--- config.mk ---
export PLATFORM = sky130hd
export DESIGN_NAME = adcrd_ctrl
export DESIGN_NICKNAME = d
export VERILOG_FILES = /design/src/hdl/adcrd_pkg.sv /design/src/hdl/adcrd_ctrl.sv
export SDC_FILE = /design/constraint.sdc
export NUM_CORES = 1
export LEC_CHECK = 0
export ABC_AREA = 1
export ABC_CLOCK_PERIOD_IN_PS = 5600
export BUFFER_PORTS_ARGS = -buffer_cell sky130_fd_sc_hd__buf_2
export CORE_MARGIN = 4
export CORE_UTILIZATION = 40
export DETAILED_ROUTE_END_ITERATION = 8
export GPL_ROUTABILITY_DRIVEN = 0
export HOLD_SLACK_MARGIN = 0.06
export SLEW_MARGIN = 30
export SYNTH_ARGS = -nofsm -noshare
export SYNTH_HDL_FRONTEND = slang
export SYNTH_SLANG_ARGS = --single-unit
--- constraint.sdc ---
create_clock -name clk -period 5.6 [get_ports clk]
set_clock_uncertainty 0.05 [all_clocks]
set_input_delay 0.28 -clock clk [delete_from_list [all_inputs] [get_ports clk]]
set_output_delay 0.28 -clock clk [all_outputs]
set_load 0.02 [all_outputs]
--- src/hdl/adcrd_pkg.sv ---
// Purpose: Shared constants and types for the converter result and display control block
// Assumes: APB with 8-bit byte addresses and 32-bit data, one word per register
// Notes:   Control word layout is the packed struct below, bit 6 first
package adcrd_pkg;

  localparam int ADDR_W = 8;
  localparam int DATA_W = 32;
  localparam int RES_W  = 20;
  localparam int HIGH_W = 16;
  localparam int NIB_W  = 4;
  localparam int CTRL_W = 7;
  localparam int IRQ_W  = 3;
  localparam int STAT_W = 2;

  // Register byte addresses
  localparam logic [ADDR_W-1:0] ADDR_CTRL        = 8'h00;
  localparam logic [ADDR_W-1:0] ADDR_STATUS      = 8'h04;
  localparam logic [ADDR_W-1:0] ADDR_RESULT_HIGH = 8'h08;
  localparam logic [ADDR_W-1:0] ADDR_RESULT_LOW  = 8'h0C;
  localparam logic [ADDR_W-1:0] ADDR_DISPLAY     = 8'h10;
  localparam logic [ADDR_W-1:0] ADDR_PEAK        = 8'h14;
  localparam logic [ADDR_W-1:0] ADDR_IRQ_STATUS  = 8'h18;
  localparam logic [ADDR_W-1:0] ADDR_IRQ_MASK    = 8'h1C;

  // Interrupt bit positions
  localparam int IRQ_CONV = 0;
  localparam int IRQ_BATT = 1;
  localparam int IRQ_CAL  = 2;

  // Status bit positions
  localparam int STAT_BATT = 0;
  localparam int STAT_CAL  = 1;

  // Reset values
  localparam logic [HIGH_W-1:0] HIGH_RST = 16'h0000;
  localparam logic [NIB_W-1:0]  NIB_RST  = 4'h0;
  localparam logic [IRQ_W-1:0]  IRQ_RST  = 3'h0;
  localparam logic [DATA_W-1:0] WORD_RST = 32'h0000_0000;

  typedef struct packed {
    logic hold;
    logic peak;
    logic source_serial;
    logic analog_powerdown;
    logic digital_powerdown;
    logic enhanced_offset_trigger;
    logic auto_offset_disable;
  } adcrd_ctrl_s;

  localparam adcrd_ctrl_s CTRL_RST = 7'h00;

  typedef struct packed {
    logic              negative;
    logic [HIGH_W-1:0] magnitude;
  } adcrd_lcd_s;

  typedef enum logic [0:0] {
    BUS_IDLE = 1'b0,
    BUS_ACK  = 1'b1
  } adcrd_bus_e;

endpackage

--- src/hdl/adcrd_ctrl.sv ---
// Purpose: Result assembly, calibration, power-down, peak/hold display and battery flag logic
// Assumes: conv_done is a one-cycle pulse with conv_result valid; inputs synchronous to clk
// Notes:   APB slave answers with one wait state; unmapped addresses give pslverr
// Notes on behaviour
// Low result register holds four LSBs in upper nibble, lower nibble reads zero.
// Full value is high register then low nibble, one signed 20-bit word.
// Reset clears interface, display, filter and modulator control, all registers to default.
// Offset calibration runs with every conversion while automatic-offset disable is clear.
// Enhanced calibration runs only on demand when software sets its trigger bit.
// Digital and analog power-down bits act independently; both set means full shutdown.
// Digital power-down stops filter and LCD; analog stops modulator and input buffers.
// With peak capture on, the display shows the largest value since enabling.
// With freeze on, the display keeps the reading present when freeze was set.
// Battery below threshold sets battery-low status flag and the annunciator segment.
// Negative results show magnitude less one, so minus one shows as minus zero.
// Peak first takes current result, then only larger ones; clearing peak bit clears it.
// Display loads from high result, peak register or serial write per control bits.
// Frozen display is not reloaded; loading resumes at first conversion after unfreeze.
// Result registers update on every conversion regardless of peak or freeze.
`timescale 1ns/1ps
module adcrd_ctrl
  import adcrd_pkg::*;
(
  input  wire logic              clk,
  input  wire logic              reset_n,
  input  wire logic              psel,
  input  wire logic              penable,
  input  wire logic              pwrite,
  input  wire logic [ADDR_W-1:0] paddr,
  input  wire logic [DATA_W-1:0] pwdata,
  output logic      [DATA_W-1:0] prdata,
  output logic                   pready,
  output logic                   pslverr,
  input  wire logic              conv_done,
  input  wire logic [RES_W-1:0]  conv_result,
  input  wire logic              cal_done,
  input  wire logic              battery_below,
  output logic                   offset_cal_each,
  output logic                   enhanced_cal_request,
  output logic                   filter_run,
  output logic                   lcd_run,
  output logic                   modulator_run,
  output logic                   buffer_run,
  output logic                   battery_segment,
  output logic                   lcd_negative,
  output logic      [HIGH_W-1:0] lcd_magnitude,
  output logic                   irq
);

  adcrd_bus_e        bus_state;
  adcrd_bus_e        next_bus_state;
  logic [DATA_W-1:0] next_prdata;
  logic              next_pslverr;
  adcrd_ctrl_s       ctrl;
  adcrd_ctrl_s       next_ctrl;
  logic [HIGH_W-1:0] result_high;
  logic [HIGH_W-1:0] next_result_high;
  logic [NIB_W-1:0]  result_low;
  logic [NIB_W-1:0]  next_result_low;
  logic [HIGH_W-1:0] peak_data;
  logic [HIGH_W-1:0] next_peak_data;
  logic              peak_valid;
  logic              next_peak_valid;
  logic [HIGH_W-1:0] display_data;
  logic [HIGH_W-1:0] next_display_data;
  logic              battery_low_flag;
  logic [IRQ_W-1:0]  irq_status;
  logic [IRQ_W-1:0]  next_irq_status;
  logic [IRQ_W-1:0]  irq_mask;
  logic [IRQ_W-1:0]  next_irq_mask;
  adcrd_lcd_s        next_lcd;
  logic              access;
  logic              wr;
  logic              conv_ok;
  logic [HIGH_W-1:0] new_high;

  // Address decode shared by write strobe and error flag
  function automatic logic is_mapped(input logic [ADDR_W-1:0] a);
    is_mapped = (a == ADDR_CTRL) || (a == ADDR_STATUS) || (a == ADDR_RESULT_HIGH) ||
                (a == ADDR_RESULT_LOW) || (a == ADDR_DISPLAY) || (a == ADDR_PEAK) ||
                (a == ADDR_IRQ_STATUS) || (a == ADDR_IRQ_MASK);
  endfunction

  assign access   = psel && penable && (bus_state == BUS_ACK);
  assign wr       = access && pwrite && is_mapped(paddr);
  // Filter is stopped in digital power-down, so late strobes are dropped
  assign conv_ok  = conv_done && !ctrl.digital_powerdown;
  assign new_high = conv_result[RES_W-1:NIB_W];

  // APB handshake: one wait state, read data captured with pready
  always_comb begin
    next_bus_state = BUS_IDLE;
    next_prdata    = WORD_RST;
    next_pslverr   = 1'b0;
    if (psel && penable && (bus_state == BUS_IDLE)) begin
      next_bus_state = BUS_ACK;
      next_pslverr   = !is_mapped(paddr);
      if (!pwrite) begin
        if (paddr == ADDR_CTRL) begin
          next_prdata = {{(DATA_W-CTRL_W){1'b0}}, ctrl};
        end else if (paddr == ADDR_STATUS) begin
          next_prdata = {{(DATA_W-STAT_W){1'b0}}, ctrl.enhanced_offset_trigger, battery_low_flag};
        end else if (paddr == ADDR_RESULT_HIGH) begin
          next_prdata = {{(DATA_W-HIGH_W){1'b0}}, result_high};
        end else if (paddr == ADDR_RESULT_LOW) begin
          next_prdata = {{(DATA_W-2*NIB_W){1'b0}}, result_low, NIB_RST};
        end else if (paddr == ADDR_DISPLAY) begin
          next_prdata = {{(DATA_W-HIGH_W){1'b0}}, display_data};
        end else if (paddr == ADDR_PEAK) begin
          next_prdata = {{(DATA_W-HIGH_W){1'b0}}, peak_data};
        end else if (paddr == ADDR_IRQ_STATUS) begin
          next_prdata = {{(DATA_W-IRQ_W){1'b0}}, irq_status};
        end else if (paddr == ADDR_IRQ_MASK) begin
          next_prdata = {{(DATA_W-IRQ_W){1'b0}}, irq_mask};
        end
      end
    end
  end

  // Bus registers; all state cleared by the power-on reset
  always_ff @(posedge clk or negedge reset_n) begin
    if (!reset_n) begin
      bus_state <= BUS_IDLE;
      prdata    <= WORD_RST;
      pready    <= 1'b0;
      pslverr   <= 1'b0;
    end else begin
      bus_state <= next_bus_state;
      prdata    <= next_prdata;
      pready    <= (next_bus_state == BUS_ACK);
      pslverr   <= next_pslverr;
    end
  end

  // Control, result, peak and display next values
  always_comb begin
    next_ctrl         = ctrl;
    next_result_high  = result_high;
    next_result_low   = result_low;
    next_peak_data    = peak_data;
    next_peak_valid   = peak_valid;
    next_display_data = display_data;
    next_irq_mask     = irq_mask;
    if (cal_done) begin
      next_ctrl.enhanced_offset_trigger = 1'b0;
    end
    if (wr && (paddr == ADDR_CTRL)) begin
      next_ctrl = adcrd_ctrl_s'(pwdata[CTRL_W-1:0]);
      // Trigger writes of zero do not abort; a new set wins over cal_done
      next_ctrl.enhanced_offset_trigger = next_ctrl.enhanced_offset_trigger ||
                                          (ctrl.enhanced_offset_trigger && !cal_done);
    end
    if (wr && (paddr == ADDR_IRQ_MASK)) begin
      next_irq_mask = pwdata[IRQ_W-1:0];
    end
    if (conv_ok) begin
      next_result_high = new_high;
      next_result_low  = conv_result[NIB_W-1:0];
    end
    if (!ctrl.peak) begin
      next_peak_data  = HIGH_RST;
      next_peak_valid = 1'b0;
    end else if (conv_ok && (!peak_valid || ($signed(new_high) > $signed(peak_data)))) begin
      next_peak_data  = new_high;
      next_peak_valid = 1'b1;
    end
    // Freeze blocks every conversion load; software writes still land
    if (wr && (paddr == ADDR_DISPLAY)) begin
      next_display_data = pwdata[HIGH_W-1:0];
    end else if (conv_ok && !ctrl.hold && !ctrl.source_serial) begin
      if (ctrl.peak) begin
        next_display_data = next_peak_data;
      end else begin
        next_display_data = new_high;
      end
    end
  end

  always_ff @(posedge clk or negedge reset_n) begin
    if (!reset_n) begin
      ctrl         <= CTRL_RST;
      result_high  <= HIGH_RST;
      result_low   <= NIB_RST;
      peak_data    <= HIGH_RST;
      peak_valid   <= 1'b0;
      display_data <= HIGH_RST;
      irq_mask     <= IRQ_RST;
    end else begin
      ctrl         <= next_ctrl;
      result_high  <= next_result_high;
      result_low   <= next_result_low;
      peak_data    <= next_peak_data;
      peak_valid   <= next_peak_valid;
      display_data <= next_display_data;
      irq_mask     <= next_irq_mask;
    end
  end

  // Sticky events; a set in the clearing cycle survives
  always_comb begin
    next_irq_status = irq_status;
    if (wr && (paddr == ADDR_IRQ_STATUS)) begin
      next_irq_status = irq_status & ~pwdata[IRQ_W-1:0];
    end
    next_irq_status[IRQ_CONV] = next_irq_status[IRQ_CONV] || conv_ok;
    next_irq_status[IRQ_BATT] = next_irq_status[IRQ_BATT] || (battery_below && !battery_low_flag);
    next_irq_status[IRQ_CAL]  = next_irq_status[IRQ_CAL] || (cal_done && ctrl.enhanced_offset_trigger);
  end

  // Display magnitude: negative two's complement codes are inverted, not negated, hence offset by one
  always_comb begin
    next_lcd.negative  = next_display_data[HIGH_W-1];
    next_lcd.magnitude = next_display_data[HIGH_W-1] ? ~next_display_data : next_display_data;
  end

  // Registered outputs
  always_ff @(posedge clk or negedge reset_n) begin
    if (!reset_n) begin
      irq_status           <= IRQ_RST;
      battery_low_flag     <= 1'b0;
      battery_segment      <= 1'b0;
      offset_cal_each      <= 1'b1;
      enhanced_cal_request <= 1'b0;
      filter_run           <= 1'b1;
      lcd_run              <= 1'b1;
      modulator_run        <= 1'b1;
      buffer_run           <= 1'b1;
      lcd_negative         <= 1'b0;
      lcd_magnitude        <= HIGH_RST;
      irq                  <= 1'b0;
    end else begin
      irq_status           <= next_irq_status;
      battery_low_flag     <= battery_below;
      battery_segment      <= battery_below;
      offset_cal_each      <= !next_ctrl.auto_offset_disable;
      enhanced_cal_request <= next_ctrl.enhanced_offset_trigger;
      filter_run           <= !next_ctrl.digital_powerdown;
      lcd_run              <= !next_ctrl.digital_powerdown;
      modulator_run        <= !next_ctrl.analog_powerdown;
      buffer_run           <= !next_ctrl.analog_powerdown;
      lcd_negative         <= next_lcd.negative;
      lcd_magnitude        <= next_lcd.magnitude;
      irq                  <= |(next_irq_status & next_irq_mask);
    end
  end
endmodule

# Yosys cells after proc, flatten, opt, wreduce, memory -nomap -nowiden
# Index checks and enable logic that the tools add are counted.
# totals
reg_bits,122
in_bits,68
output_inout_bits,59
wordCells,103
# op_classes
n_lt_le_gt_ge,1
eq_ne,8
muxes,24
bitwise,5
n_reduce_logical,41
# ops
op,n
$mux 16,14
$eq 8x5->1 const B,4
$eq 8x4->1 const B,2
$gt 16x16->1,1
$logic_and 1x1->1,16
$not 16->16,1
$logic_or 1x1->1,12
$mux 3,4
$logic_not 1->1,10
$eq 8x3->1 const B,1
$logic_not 8->1,1
$and 3x3->3,2
$mux 1,5
$mux 4,1
$not 3->3,1
$reduce_or 3->1,1
$ne 2x1->1 const B,1
$reduce_bool 2->1,1
$not 1->1,1

# Logic depth before layout (Yosys ltp)
# depth
ltp_word,14
ltp_mapped,24
depth_no_buf,23

# Worst setup path before layout
# No wires, ideal clock.
# synth_timing
kind,register to register
start,reg peak_data[15]
end,reg lcd_magnitude[10]
setup_time_ns,0.116
t_arrival_ns,2.056
t_required_ns,5.434
setup_slack_ns,3.378
path_stages_with_launch,20
path_buffers,1
period_less_slack_ns,2.222
cell_sequence,dfrtp_1 inv_1 ha_1 a21oi_1 o21ai_0 a21oi_1 nand2_1 nand2_1 nand2_1 nand2_1 nand2_2 nand2_2 nand2_1 nand2_1 nand2_2 nand2_1 nand2_2 buf_4 nand2_1 nand2_1
# synth_lines
item,line,text
start: declaration,adcrd_ctrl.sv:60,logic [HIGH_W-1:0] peak_data;
start signal: assignment,adcrd_ctrl.sv:192,peak_data <= next_peak_data;
end signal: assignment,adcrd_ctrl.sv:242,lcd_magnitude <= next_lcd.magnitude;
end: declaration,adcrd_ctrl.sv:46,"output logic [HIGH_W-1:0] lcd_magnitude,"

==> summary.txt <==
Crit path arrival time -> 3450 ps
HPWL after DPL -> 10900 um
Hold Crit Class -> in2reg
setup TNS -> 0 ps
Async S/R FF share, synth -> 100%
CP max stage cell -> inv_1
Pleak -> 3.70 nW
final setup fails -> 0
layout cells sized above 1 -> 19.5%
I/O pin count -> 127
core area -> 13400 um^2
EDFF count, synth -> 0
Synth Cell Area -> 5530 um^2
Final Critical Period -> 3210 ps
CP Launch Type -> primary input
PwrDens -> 227 nW/um^2
actual slew at the worst max-slew pin -> 795 ps
worst skew pair latency -> 360 ps
Layout Cells excl Fill -> 967
critical path required time -> 5840 ps
Yosys Warn Count -> 0
Max Cap Viol -> 0
DP Worst Slack -> 2060 ps
peak supply drop -> 161 uV
wire per inst -> 15.8 um
number of distinct library cells after synthesis -> 44
CP Capture Type -> flip-flop
final hold violations -> 0
cell count after synthesis -> 700
Worst Path Max Fanout -> 21
outcome -> finished, final reports clean
antenna violations before repair -> 0
Longest Clk Path Bufs -> 2
synth top area cells -> dfrtp_1 (46%), nand2_1 (15%), inv_1 (6.4%)
ant diodes -> 0
Post-DRT Antenna Nets -> 0
drt via density -> 5.00
crit path kind -> in2reg
Die Area -> 15800 um^2
die span in y -> 126 um
clock sink count -> 104
post-synth top area cell -> dfrtp_1
hold depth -> 3
Die W -> 126 um
TritonCTS clock tree -> done
drt pass-1 iters -> 5
initial core utilization -> 41.3%
DR DRC count -> 0
synthesized area per cell -> 7.91 um^2
I/O Buffers -> 93
final wirelength -> 15200 um
CTS clk-pin slew, worst paths -> 70 ps
largest net degree at the start of global routing -> 75
RSZ-0062 raised after global routing -> false
Placed Cells incl. Taps -> 949
Hold Crit Start -> conv_result[3]
total power draw -> 1.44 mW
total number of H-tree levels -> 3
CTS Buf Count -> 9
total track usage -> 19.5%
area grow syn2layout -> 14.6%
crit path launch -> paddr[7]
CTS root buffer -> clkbuf_16
FP Rows -> 42
max_slew headroom -> 46.8%
CP max stage delay -> 580 ps
worst-case reg-to-reg path depth -> 17
post-cts resize count -> 0
vias in the first global route -> 4790
Final period util -> 57.3%
ys flop type -> dfrtp_1
RR Startpoint -> peak_data[15]
Synth top area share -> 45.7%
fin nets -> 870
final worst slack -> 2390 ps
fmax -> 312 MHz
#FFs+latches synth -> 104
max-slew violation count -> 0
first-pass GRT wire length -> 24600 um
GR Overflow Total -> 0
fin util -> 47.3%
initial drt markers -> 292
crit-path most repeated cell -> nand2_1
critical-path cell list -> buf_2, or2_4, nor3b_4, nand2_1, nand3_2, nand3_2, inv_1, nand2_1, nand2_2, nand2_1, nand2_1
post-synthesis sequential area ratio -> 47.1%
Via Count -> 4833
[state kept, by name (all words and copies together) (netlist names), 3 cells and up]
| name | cells |
|---|---|
| result_low | 4 |
| peak_data | 16 |
| prdata | 16 |
| irq_mask | 3 |
| ctrl | 6 |
| result_high | 16 |
| display_data | 16 |
| irq_status | 3 |
| lcd_magnitude | 15 |
[where the power goes]
group / total (mW) / switching, mW / internal, mW / leakage [nW]
logic: 0.0899 / 0.0631 / 0.0268 / 2.33
registers: 0.759 / 0.00272 / 0.756 / 1.25
clock network: 0.593 / 0.280 / 0.313 / 0.130
[layout by cell type (no fill, tap or decap), drive strengths merged, types with 2 or more instances in the layout]
cell and count:
nand2 225, inv 108, dfrtp 101, buf 96, a21oi 61, nor2 47, o21ai 39, conb 17
ha 16, clkbuf 13, a21boi 11, nor3 10, o221ai 9, nand3 7, o211ai 4, clkinv 3
a221oi 3, o22ai 3, dfstp 3, nand4 2, mux2 2, dlygate4sd3 2
[final cells by class]
class	count	area, um^2
clock inverter	3	17.5
timing repair buffer	98	514
inverter	109	410
fill	1340	7060
tap	176	220
clock buffer	13	250
multi-input combinational	464	2320
sequential	104	2610
[worst max-delay path, delay by kind of cell]
kind,cells,cell delay [ps]
and+or+nand+nor,9,2490
buffers and inverters,2,680
[final timing paths]
kind	to	slack (ps)
setup / recovery	lcd_magnitude[0]	2390
hold / removal	result_low[3]	70
setup reg to reg	lcd_magnitude[0]	2450
hold reg to reg	pslverr	440
max in group asynchronous	lcd_magnitude[12]	4150
min in group asynchronous	prdata[5]	340
[layer usage]
layer  share of wire, %  GRT usage (%)  vias up  routed length [um]
li1                   -              -     2339                   -
met1                 43           24.0     2292                6510
met2                 48           33.3      174                7350
met3                6.2           4.66       28                 947
met4                2.8           7.46        0                 431
met5                  0              0        -                   0
[synth_stat cells (6+ instances only)]
cell,n
nor2_1,42
o21ai_2,6
o21ai_0,32
ha_1,16
buf_4,20
nor3_1,6
clkbuf_1,11
inv_1,94
a21boi_1,6
a21oi_1,60
inv_2,13
nand2_1,220
dfrtp_1,101
o221ai_1,9
[per-stage QoR]
step | instance area [um^2] | hold slack [ps]
after global routing | 6340 | 73.4
after detailed placement | 6050 | 178
final | 6340 | 65.1
after floorplan | 5590 | -65.6
after global placement | 6050 | 174
after CTS | 6340 | 60.8
[logic make-up after synthesis]
logic type | share of synthesized area (%)
other cells | 0.0678
mux | 0.407
simple gates | 22.1
fa+ha+maj | 3.62
buf+inv | 12.0
compound gates | 14.8
flops | 47.1
[timing repair]
action	4_1_cts	5_1_grt
hold endpoints to repair	28	0
hold buffers	2	0
setup buffers	0	0
No activity file was read; power rests on OpenSTA's default activity.
